==> config.mk <==
export PLATFORM = sky130hd
export DESIGN_NAME = skip_table_read_xor_exec
export DESIGN_NICKNAME = d
export VERILOG_FILES = /design/src/hdl/xexec_pkg.sv /design/src/hdl/skip_table_read_xor_exec.sv
export SDC_FILE = /design/constraint.sdc
export NUM_CORES = 1
export LEC_CHECK = 0
export ABC_CLOCK_PERIOD_IN_PS = 2680
export BUFFER_PORTS_ARGS = -buffer_cell sky130_fd_sc_hd__buf_2
export CAP_MARGIN = 40
export CORE_MARGIN = 2
export CORE_UTILIZATION = 57
export CTS_BUF_LIST = sky130_fd_sc_hd__clkbuf_4
export DETAILED_ROUTE_END_ITERATION = 8
export PLACE_DENSITY = 0.79
export SETUP_SLACK_MARGIN = 0.02
export SLEW_MARGIN = 20
export SYNTH_ARGS = -nofsm -noshare
export SYNTH_HDL_FRONTEND = slang
export SYNTH_SLANG_ARGS = --single-unit
==> constraint.sdc <==
create_clock -name ref_clk_i -period 2.68 [get_ports ref_clk_i]
set_input_delay 0.268 -clock ref_clk_i [delete_from_list [all_inputs] [get_ports ref_clk_i]]
set_output_delay 0.268 -clock ref_clk_i [all_outputs]
set_load 0.02 [all_outputs]
==> src/hdl/xexec_pkg.sv <==
// Constants, register map and opcode encodings for the skip, table-read and XOR execution unit.
`default_nettype none
package xexec_pkg;
	// Data and bus widths.
	localparam int unsigned DATA_W = 8;
	localparam int unsigned PADDR_W = 12;
	localparam int unsigned PM_ADDR_W = 16;
	localparam int unsigned PM_DATA_W = 16;
	localparam int unsigned MEM_DEPTH = 16;
	localparam int unsigned MEM_IDX_W = 4;
	localparam int unsigned OP_W = 4;
	localparam int unsigned BIT_W = 3;

	// Register byte offsets on the APB slave.
	localparam logic [PADDR_W-1:0] OFS_CMD = 12'h000;
	localparam logic [PADDR_W-1:0] OFS_STATUS = 12'h004;
	localparam logic [PADDR_W-1:0] OFS_ACC = 12'h008;
	localparam logic [PADDR_W-1:0] OFS_PTR_LOW = 12'h00c;
	localparam logic [PADDR_W-1:0] OFS_PTR_HIGH = 12'h010;
	localparam logic [PADDR_W-1:0] OFS_HIGH_LATCH = 12'h014;
	localparam logic [PADDR_W-1:0] OFS_FLAGS = 12'h018;
	localparam logic [PADDR_W-1:0] OFS_MEM_BASE = 12'h040;
	localparam logic [PADDR_W-1:0] OFS_MEM_LAST = 12'h07c;

	// Command word fields.
	localparam int unsigned CMD_OP_LSB = 0;
	localparam int unsigned CMD_BIT_LSB = 4;
	localparam int unsigned CMD_ADR_LSB = 8;

	// Status word fields.
	localparam int unsigned ST_BUSY_BIT = 0;
	localparam int unsigned ST_SKIP_BIT = 1;
	localparam int unsigned ST_ERR_BIT = 2;
	localparam int unsigned ST_CYC_LSB = 8;

	// Zero flag position inside the flags register.
	localparam int unsigned FLAG_Z_BIT = 2;

	// Opcodes written to the command register.
	localparam logic [OP_W-1:0] OP_SKIP_IF_ZERO = 4'h1;
	localparam logic [OP_W-1:0] OP_SKIP_IF_ZERO_MOVE_ACC = 4'h2;
	localparam logic [OP_W-1:0] OP_SKIP_IF_BIT_ZERO = 4'h3;
	localparam logic [OP_W-1:0] OP_TABLE_READ_PAGE = 4'h4;
	localparam logic [OP_W-1:0] OP_TABLE_READ_LAST_PAGE = 4'h5;
	localparam logic [OP_W-1:0] OP_INC_TABLE_READ_PAGE = 4'h6;
	localparam logic [OP_W-1:0] OP_INC_TABLE_READ_LAST_PAGE = 4'h7;
	localparam logic [OP_W-1:0] OP_XOR_TO_ACC = 4'h8;
	localparam logic [OP_W-1:0] OP_XOR_TO_MEM = 4'h9;

	// Page and cycle constants.
	localparam logic [DATA_W-1:0] LAST_PAGE = 8'hff;
	localparam logic [1:0] CYC_ONE = 2'h1;
	localparam logic [1:0] CYC_SKIP = 2'h3;
	localparam logic [1:0] CYC_TABLE = 2'h3;

	// Reset values.
	localparam logic [DATA_W-1:0] RST_BYTE = 8'h00;
	localparam logic [31:0] RST_WORD = 32'h0000_0000;
	localparam logic [PM_ADDR_W-1:0] RST_PM_ADDR = 16'h0000;
endpackage
`default_nettype wire

==> src/hdl/skip_table_read_xor_exec.sv <==
// Execution unit for skip-if-zero, table-read and XOR instructions with an APB register port.
`timescale 1ns/1ps
`default_nettype none
module skip_table_read_xor_exec (
	input wire logic ref_clk_i,
	input wire logic resetn_i,
	input wire logic psel_i,
	input wire logic penable_i,
	input wire logic pwrite_i,
	input wire logic [xexec_pkg::PADDR_W-1:0] paddr_i,
	input wire logic [31:0] pwdata_i,
	output logic [31:0] prdata_o,
	output logic pready_o,
	output logic pslverr_o,
	output logic [xexec_pkg::PM_ADDR_W-1:0] pm_addr_o,
	output logic pm_rd_o,
	input wire logic [xexec_pkg::PM_DATA_W-1:0] pm_data_i,
	output logic busy_o,
	output logic done_o,
	output logic skip_o
);

	////////////////////////////////////////////////////////////////////////////////
	// State types.

	typedef enum logic [1:0] {PH_IDLE, PH_EXEC, PH_TABLE, PH_DUMMY} phase_e;

	typedef struct packed {
		phase_e phase;
		logic [xexec_pkg::DATA_W-1:0] acc;
		logic [xexec_pkg::DATA_W-1:0] flags;
		logic [xexec_pkg::DATA_W-1:0] ptr_low;
		logic [xexec_pkg::DATA_W-1:0] ptr_high;
		logic [xexec_pkg::DATA_W-1:0] high_latch;
		logic [xexec_pkg::MEM_DEPTH-1:0][xexec_pkg::DATA_W-1:0] mem;
		logic [xexec_pkg::OP_W-1:0] op;
		logic [xexec_pkg::BIT_W-1:0] bit_sel;
		logic [xexec_pkg::MEM_IDX_W-1:0] adr;
		logic [1:0] cyc;
		logic last_skip;
		logic last_err;
		logic [1:0] last_cyc;
		logic pready;
		logic pslverr;
		logic [31:0] prdata;
		logic [xexec_pkg::PM_ADDR_W-1:0] pm_addr;
		logic pm_rd;
		logic done;
		logic skip;
		logic busy;
	} state_s;

	state_s q;
	state_s d;

	////////////////////////////////////////////////////////////////////////////////
	// Helpers.

	// Data memory window: aligned words from the base to the last slot.
	function automatic logic mem_hit(input logic [xexec_pkg::PADDR_W-1:0] a);
		mem_hit = (a >= xexec_pkg::OFS_MEM_BASE) && (a <= xexec_pkg::OFS_MEM_LAST) && (a[1:0] == 2'h0);
	endfunction

	// Word index of a data memory byte from its bus address.
	function automatic logic [xexec_pkg::MEM_IDX_W-1:0] mem_idx(input logic [xexec_pkg::PADDR_W-1:0] a);
		logic [xexec_pkg::PADDR_W-1:0] rel;
		rel = a - xexec_pkg::OFS_MEM_BASE;
		mem_idx = rel[xexec_pkg::MEM_IDX_W+1:2];
	endfunction

	// Zero test shared by the two skip-if-zero decisions and the XOR flag update.
	function automatic logic is_zero(input logic [xexec_pkg::DATA_W-1:0] v);
		is_zero = (v == xexec_pkg::RST_BYTE);
	endfunction

	// Zero-extends a byte onto the read data bus.
	function automatic logic [31:0] widen(input logic [xexec_pkg::DATA_W-1:0] v);
		widen = {24'h00_0000, v};
	endfunction

	////////////////////////////////////////////////////////////////////////////////
	// Next-state logic.

	logic access;
	logic commit;
	logic busy;
	logic [xexec_pkg::DATA_W-1:0] operand;
	logic [xexec_pkg::DATA_W-1:0] xor_res;
	logic [xexec_pkg::DATA_W-1:0] low_next;

	// Bus slave, instruction sequencing and datapath in one process so that the whole state
	// moves together; bus writes are refused while an instruction runs, which keeps the
	// datapath the only writer of shared state during execution.
	always_comb begin
		d = q;
		d.pready = 1'b0;
		d.pslverr = 1'b0;
		d.pm_rd = 1'b0;
		d.done = 1'b0;
		d.skip = 1'b0;
		busy = (q.phase != PH_IDLE);
		access = psel_i && penable_i && !q.pready;
		commit = psel_i && penable_i && q.pready && pwrite_i && !q.pslverr;
		operand = q.mem[q.adr];
		xor_res = q.acc ^ operand;
		low_next = q.ptr_low + 8'h01;

		// Access phase, first cycle: prepare the answer and decide refusal.
		if (access) begin
			d.pready = 1'b1;
			d.prdata = xexec_pkg::RST_WORD;
			if (mem_hit(paddr_i)) begin
				d.prdata = widen(q.mem[mem_idx(paddr_i)]);
				d.pslverr = pwrite_i && busy;
			end else begin
				case (paddr_i)
					xexec_pkg::OFS_CMD: begin
						d.prdata = {16'h0000, 4'h0, q.adr, 1'b0, q.bit_sel, q.op};
						d.pslverr = pwrite_i && busy;
					end
					xexec_pkg::OFS_STATUS: begin
						d.prdata[xexec_pkg::ST_BUSY_BIT] = busy;
						d.prdata[xexec_pkg::ST_SKIP_BIT] = q.last_skip;
						d.prdata[xexec_pkg::ST_ERR_BIT] = q.last_err;
						d.prdata[xexec_pkg::ST_CYC_LSB +: 2] = q.last_cyc;
						d.pslverr = pwrite_i;
					end
					xexec_pkg::OFS_ACC: begin
						d.prdata = widen(q.acc);
						d.pslverr = pwrite_i && busy;
					end
					xexec_pkg::OFS_PTR_LOW: begin
						d.prdata = widen(q.ptr_low);
						d.pslverr = pwrite_i && busy;
					end
					xexec_pkg::OFS_PTR_HIGH: begin
						d.prdata = widen(q.ptr_high);
						d.pslverr = pwrite_i && busy;
					end
					xexec_pkg::OFS_HIGH_LATCH: begin
						d.prdata = widen(q.high_latch);
						d.pslverr = pwrite_i;
					end
					xexec_pkg::OFS_FLAGS: begin
						d.prdata = widen(q.flags);
						d.pslverr = pwrite_i && busy;
					end
					default: begin
						d.pslverr = 1'b1;
					end
				endcase
			end
		end

		// Completion edge of an accepted write: the value takes effect here only.
		if (commit) begin
			if (mem_hit(paddr_i)) begin
				d.mem[mem_idx(paddr_i)] = pwdata_i[xexec_pkg::DATA_W-1:0];
			end else begin
				case (paddr_i)
					xexec_pkg::OFS_CMD: begin
						d.op = pwdata_i[xexec_pkg::CMD_OP_LSB +: xexec_pkg::OP_W];
						d.bit_sel = pwdata_i[xexec_pkg::CMD_BIT_LSB +: xexec_pkg::BIT_W];
						d.adr = pwdata_i[xexec_pkg::CMD_ADR_LSB +: xexec_pkg::MEM_IDX_W];
						d.phase = PH_EXEC;
					end
					xexec_pkg::OFS_ACC: d.acc = pwdata_i[xexec_pkg::DATA_W-1:0];
					xexec_pkg::OFS_PTR_LOW: d.ptr_low = pwdata_i[xexec_pkg::DATA_W-1:0];
					xexec_pkg::OFS_PTR_HIGH: d.ptr_high = pwdata_i[xexec_pkg::DATA_W-1:0];
					xexec_pkg::OFS_FLAGS: d.flags = pwdata_i[xexec_pkg::DATA_W-1:0];
					default: begin
						d.flags = q.flags;
					end
				endcase
			end
		end

		// Instruction sequencing; flags are touched only by the XOR forms.
		case (q.phase)
			PH_IDLE: begin
				d.cyc = 2'h0;
			end
			PH_EXEC: begin
				d.cyc = xexec_pkg::CYC_ONE;
				d.last_err = 1'b0;
				d.last_skip = 1'b0;
				d.last_cyc = xexec_pkg::CYC_ONE;
				d.done = 1'b1;
				d.phase = PH_IDLE;
				case (q.op)
					xexec_pkg::OP_SKIP_IF_ZERO: begin
						d.mem[q.adr] = operand;
						if (is_zero(operand)) begin
							d.phase = PH_DUMMY;
							d.done = 1'b0;
						end
					end
					xexec_pkg::OP_SKIP_IF_ZERO_MOVE_ACC: begin
						d.acc = operand;
						if (is_zero(operand)) begin
							d.phase = PH_DUMMY;
							d.done = 1'b0;
						end
					end
					xexec_pkg::OP_SKIP_IF_BIT_ZERO: begin
						if (!operand[q.bit_sel]) begin
							d.phase = PH_DUMMY;
							d.done = 1'b0;
						end
					end
					xexec_pkg::OP_TABLE_READ_PAGE: begin
						d.pm_addr = {q.ptr_high, q.ptr_low};
						d.pm_rd = 1'b1;
						d.phase = PH_TABLE;
						d.done = 1'b0;
					end
					xexec_pkg::OP_TABLE_READ_LAST_PAGE: begin
						d.pm_addr = {xexec_pkg::LAST_PAGE, q.ptr_low};
						d.pm_rd = 1'b1;
						d.phase = PH_TABLE;
						d.done = 1'b0;
					end
					xexec_pkg::OP_INC_TABLE_READ_PAGE: begin
						d.ptr_low = low_next;
						d.pm_addr = {q.ptr_high, low_next};
						d.pm_rd = 1'b1;
						d.phase = PH_TABLE;
						d.done = 1'b0;
					end
					xexec_pkg::OP_INC_TABLE_READ_LAST_PAGE: begin
						d.ptr_low = low_next;
						d.pm_addr = {xexec_pkg::LAST_PAGE, low_next};
						d.pm_rd = 1'b1;
						d.phase = PH_TABLE;
						d.done = 1'b0;
					end
					xexec_pkg::OP_XOR_TO_ACC: begin
						d.acc = xor_res;
						d.flags[xexec_pkg::FLAG_Z_BIT] = is_zero(xor_res);
					end
					xexec_pkg::OP_XOR_TO_MEM: begin
						d.mem[q.adr] = xor_res;
						d.flags[xexec_pkg::FLAG_Z_BIT] = is_zero(xor_res);
					end
					default: begin
						d.last_err = 1'b1;
					end
				endcase
			end
			PH_TABLE: begin
				// The program memory answers one cycle after its read strobe.
				d.cyc = q.cyc + 2'h1;
				if (!q.pm_rd) begin
					d.mem[q.adr] = pm_data_i[xexec_pkg::DATA_W-1:0];
					d.high_latch = pm_data_i[xexec_pkg::PM_DATA_W-1:xexec_pkg::DATA_W];
					d.last_cyc = xexec_pkg::CYC_TABLE;
					d.done = 1'b1;
					d.phase = PH_IDLE;
				end
			end
			PH_DUMMY: begin
				// Dummy cycles stand in for the discarded next instruction.
				d.cyc = q.cyc + 2'h1;
				if (d.cyc == xexec_pkg::CYC_SKIP) begin
					d.last_skip = 1'b1;
					d.last_cyc = xexec_pkg::CYC_SKIP;
					d.skip = 1'b1;
					d.done = 1'b1;
					d.phase = PH_IDLE;
				end
			end
			default: begin
				d.phase = PH_IDLE;
			end
		endcase

		// Busy is kept in its own flop so that the pin does not hang off a state decode.
		d.busy = (d.phase != PH_IDLE);
	end

	////////////////////////////////////////////////////////////////////////////////
	// State register.

	// Synchronous reset clears every field, including the data memory.
	always_ff @(posedge ref_clk_i) begin
		if (!resetn_i) begin
			q <= '0;
			q.phase <= PH_IDLE;
			q.pm_addr <= xexec_pkg::RST_PM_ADDR;
		end else begin
			q <= d;
		end
	end

	////////////////////////////////////////////////////////////////////////////////
	// Outputs, all taken straight from the state register.

	assign prdata_o = q.prdata;
	assign pready_o = q.pready;
	assign pslverr_o = q.pslverr;
	assign pm_addr_o = q.pm_addr;
	assign pm_rd_o = q.pm_rd;
	assign busy_o = q.busy;
	assign done_o = q.done;
	assign skip_o = q.skip;

endmodule
`default_nettype wire

# After elaboration in Yosys (flattened, before gate mapping)
# Index checks and enable logic that the tools add are counted.
# word_totals
input_bits,65
ff_bits,241
out_inout_bits,54
word_cells,173
# classes
magnitude_cmp,7
reduce_logical,40
n_bitwise,3
n_mux,61
n_addsub,3
eq_ne,21
# ops
operator,count
bitwise mux 128 bit,4
case mux 128 bit (2 select lines),2
two-way mux 128 bit,2
two-way mux 139 bit,1
two-way mux 34 bit,3
two-way mux 8 bit,11
case mux 17 bit (4 select lines),1
binary-select mux 8 bit (select 4 bit),2
demux 8 bit (select 4 bit),2
equality test 12 x 5 -> 1 bit (second input constant),3
two-way mux 33 bit,1
case mux 5 bit (6 select lines),1
equality test 12 x 4 -> 1 bit (second input constant),2
case mux 2 bit (3 select lines),4
two-way mux 11 bit,2
case mux 3 bit (7 select lines),1
two-way mux 2 bit,9
equality test 4 x 3 -> 1 bit (second input constant),4
zero test 8 bit,2
case mux 8 bit (2 select lines),1
equality test 12 x 3 -> 1 bit (second input constant),1
greater-or-equal comparator 12 x 7 -> 1 bit (second input constant),1
less-or-equal comparator 12 x 7 -> 1 bit (second input constant),1
zero test 12 bit,1
other kinds (31),73

# Depth between registers and ports, before layout
# depth
ltp_word,11
ltp_mapped,12
ltp_nobuf,9

# Least setup slack after synthesis
# OpenSTA, ideal clock, no wires.
# synth_path
path_kind,reg-to-reg
startpoint,reg q[61] (netlist bit)
endpoint,reg q[106] (netlist bit)
arrival_time_ps,2390
synth_period_minus_slack_ps,2524
required_time_ps,2547
n_path_buf,3
setup_ps,133
stages_incl_launch_ff,11
setup_slack_ps,156
cell_sequence,dfxtp_1 buf_6 buf_6 mux4_2 mux2_2 mux2_4 xor2_1 nor2_4 buf_6 a22oi_1 o22ai_2
# synth_between
elab_chain_cells,7
word_cells_on_any_way,14
cone_classes,order compare (2); mux (10); bitwise (1); reduce/logical (1)
# synth_lines
element,line,text
"start, declared",skip_table_read_xor_exec.sv:53,state_s q;
less-than comparator 4 x 5 -> 1 bit (not written as such) / greater-or-equal comparator 4 x 1 -> 1 bit (equally long branches),"skip_table_read_xor_exec.sv:192, skip_table_read_xor_exec.sv:242, skip_table_read_xor_exec.sv:254",
logical AND 1 bit (not written as such),"skip_table_read_xor_exec.sv:192, skip_table_read_xor_exec.sv:242, skip_table_read_xor_exec.sv:254",
two-way mux 8 bit (not written as such),"skip_table_read_xor_exec.sv:192, skip_table_read_xor_exec.sv:242, skip_table_read_xor_exec.sv:254",
demux 8 bit (select 4 bit),"skip_table_read_xor_exec.sv:192, skip_table_read_xor_exec.sv:242, skip_table_read_xor_exec.sv:254",
"bitwise mux 128 bit, on equally long branches","skip_table_read_xor_exec.sv:242, skip_table_read_xor_exec.sv:192, skip_table_read_xor_exec.sv:254",
case mux 128 bit (2 select lines) / two-way mux 128 bit (equally long branches),"skip_table_read_xor_exec.sv:190, skip_table_read_xor_exec.sv:253",
case mux 128 bit (2 select lines) *,skip_table_read_xor_exec.sv:179,case (q.phase)
# Every way passes the cells marked *; elsewhere a longest branch is shown, timed or not. The select of a mux whose other input is x is not followed.
# A chain may end at the register's enable or synchronous reset.

# Worst setup path in the final report
# layout_path
startpoint,reg q[61] (netlist bit)
endpoint,reg q[155] (netlist bit)
# The elaborated chain is that of the path after synthesis.

==> impl_metrics.tcl <==
set metrics [dict create \
    run_status "finished clean" \
    synth_fa_ha_area_share_pct 0.508 \
    maxSlewHeadroom_pct 41.6 \
    layout_commonest_cell "dfxtp_1" \
    syn_area_um2 14800 \
    wl_um 54000 \
    synth_edf_count 0 \
    endpoint "q[155]" \
    yosysWarnings 0 \
    crit_start "q[61]" \
    core_area_um2 25300 \
    h-tree-depth 2 \
    cap_violations 0 \
    die_w_um 165 \
    cp_slowest_cell "dfxtp_4" \
    syn_inst 1726 \
    row_count 58 \
    io_buffers 78 \
    crit_arrival_ps 3200 \
    finalClockSkew_ps 53.4 \
    cts_max_path_buffers 3 \
    cts_tree "built" \
    synth-async-reset-ratio_pct 0 \
    worstSetupStartpointType "register" \
    drt_pre_antenna_iters 6 \
    drive_gt1_share_pct 25.1 \
    overflow 0 \
    antenna_found_initial 1 \
    worst_setup_path_end_kind "register" \
    synth.distinct_cells 79 \
    post-place-cells 2099 \
    fin_crit_ps 2630 \
    vias_per_cell 6.91 \
    crit_buf_inv 3 \
    path_depth 9 \
    grt_pass1_wl_um 81800 \
    ios 119 \
    floorplan.die_area_um2 27300 \
    dieHeight_um 165 \
    path_clk_slew_ps 70 \
    stdcell_count 2237 \
    finalSetupViolCount 0 \
    cts_buffers 59 \
    fmax_mhz 380 \
    area_growth_pct 15.7 \
    start_util_pct 58.4 \
    leakage_uw 0.00611 \
    period_share_pct 98.1 \
    synth_top_family_by_area "compound AO/OA/AOI/OAI gates" \
    path_cells "buf_12 > buf_4 > and2b_1 > nand2_1 > nor2_2 > o22ai_1 > buf_4 > o21ai_0 > o22ai_1" \
    powerDensity_nw_per_um2 394 \
    finalPower_uw 6750 \
    routabilityCongestion 1.02 \
    clock_latency_ps 740 \
    syn_area_per_cell_um2 8.57 \
    reg2reg_to "q[155]" \
    nets 1930 \
    worstMarginPinSlew_ps 876 \
    grt_max_degree 76 \
    nFillCells 2062 \
    cts.sinks 221 \
    root_buffer "clkbuf_4" \
    report.final.slew_viol_count 0 \
    drtIter0Drc 1745 \
    rsz0062_at_grt "yes" \
    peakVddDrop_mv 0.429 \
    crit_type "reg2reg" \
    hold_path.class "in2reg" \
    hold_viol 0 \
    slowest_delay_ps 420 \
    synth_seq_cells 221 \
    ff_latch_area_um2 4430 \
    drc 0 \
    vias 15400 \
    reg2reg_from "q[61]" \
    crit_required_ps 3250 \
    place.detailed.hpwl_um 38300 \
    worstRegToRegCells 9 \
    multi_input_area_um2 9520 \
    grtUsageTotal_pct 39.1 \
    synth_flop_cell "dfxtp_1" \
    grt_pass1_vias 14800 \
    cp_max_fo 10 \
    worstHoldPathCells 4 \
    muxShareOfSynthArea_pct 22.2 \
    layout.cells.most_common_list "dfxtp_1 (219), nand2_1 (162), mux2i_1 (149)" \
    ant_nets 0 \
    r2r_slack_ps 50 \
    synthSimpleGateAreaFrac_pct 14.1 \
    synth-xor-area-share_pct 1.13 \
    wl_per_cell_um 24.2 \
    synth_compound_area_share_pct 24.7 \
    crit_family "simple AND/OR/NAND/NOR gates" \
    ys_seq_area_share_pct 29.9 \
]
==> report_power, final <==
part / internal, uW / total [uW] / switching [uW] / leakage [uW]
sequential: 3290 / 3290 / 4.61 / 0.00178
combinational: 133 / 427 / 294 / 0.00389
clock: 1500 / 3030 / 1530 / 0.000443
total: 4920 / 6750 / 1830 / 0.00611
==> layer usage <==
layer | vias to the layer above | global-route usage, % | part of all wire (%) | routed length (um)
met3 | 317 | 7.39 | 11 | 6000
met1 | 7208 | 47.1 | 36 | 19300
met2 | 1214 | 62.7 | 46 | 24700
met4 | 0 | 28.4 | 7.5 | 4050
met5 | - | 0 | 0 | 0
li1 | 6709 | - | - | -
==> tightest hold or removal path: cells and delay by family <==
kind / cells / cell delay, ps
compound gates: 2 / 270
simple gates: 1 / 70
buf+inv: 1 / 110
==> stage by stage <==
step | util [%] | hold slack, ps | instance area [um2] | setup TNS (ps) | setup WS (ps)
floorplan | - | 404 | 14900 | 0 | 156
global placement | 62.6 | 430 | 15800 | -809 | -47.0
detailed placement | 62.7 | 444 | 15900 | -2110 | -114
CTS | 66.7 | 13.6 | 16900 | 0 | 28.6
global route | 67.6 | -3.00 | 17100 | 0 | 2.01
finish | 67.6 | 18.7 | 17100 | 0 | 50.3
==> timing repair <==
action	in CTS	in global routing
endpoints found under the setup margin	50	112
hold buffers	22	0
setup buffers	2	4
pin swaps	2	3
gates resized for setup	4	37
hold endpoints to repair	23	0
==> sequential cells by signal, indices dropped and copies added (netlist names) <==
register   count
skip_o         1
prdata_o      12
pslverr_o      1
busy_o         1
pready_o       1
done_o         1
pm_rd_o        1
q            187
pm_addr_o     16
==> logic make-up (layout without fill, tap and decap cells) <==
kind of cell    count (synthesis)  after routing
compound gates                573            573
xor+xnor                       19             19
fa+ha+maj                       6              6
buf+inv                       217            377
flops                         221            221
mux                           246            246
other cells                     1             22
simple gates                  443            443
==> layout make-up <==
cell class	instances	area share [%]
flip-flops and latches	221	25.9
multi-input cells	1307	55.6
well taps	330	2.41
repair buffers	255	11.4
diodes	2	0.0292
clock inverters	19	0.490
inverters	15	0.329
clock buffers	88	3.86
==> how the worst min path moves through the flow <==
| stage | from | endpoint | slack, ps |
|---|---|---|---|
| 5_1_grt | pm_data_i[7] | q[78] | -3 |
| 3_3_place_gp | q[58] | q[58] | 430 |
| 2_1_floorplan | pm_data_i[12] | q[203] | 400 |
| 4_1_cts | pm_data_i[7] | q[78] | 10 |
| 3_5_place_dp | q[58] | q[58] | 440 |
| 6_report | pm_data_i[7] | q[78] | 20 |
==> synthesized netlist by cell type (3+ instances only) <==
cell type  number  area (um2)
dfxtp_1       221        4420
nand2_1       163         612
mux2i_1       154        1540
nor2_1        139         522
o21ai_0       137         686
clkbuf_1      112         420
o22ai_1       110         688
a21oi_1        96         480
a22oi_1        93         698
mux4_2         62        1400
buf_4          51         383
a211oi_1       36         270
mux2_2         27         304
nand3_1        23         115
and2_1         20         125
buf_2          20         100
o21a_1         18         135
a221o_1        16         160
a31oi_1        13        81.3
inv_1          12        45.0
xor2_1         12         105
nor2_2         11        68.8
nor2b_1        11        68.8
nor3_1         11        55.1
and3_1         10        62.6
buf_1          10        37.5
nand2b_1       10        62.6
buf_6           9         101
o21ai_1         9        45.0
a221oi_1        8        70.1
nor3b_1         7        52.6
xnor2_1         7        61.3
a211o_1         6        52.6
ha_1            6        75.1
nand4_1         6        37.5
a21o_1          3        22.5
nor3_4          3        48.8
nor4_1          3        18.8
o22ai_2         3        37.5
or2_0           3        18.8
No activity file was read; power rests on OpenSTA's default activity.
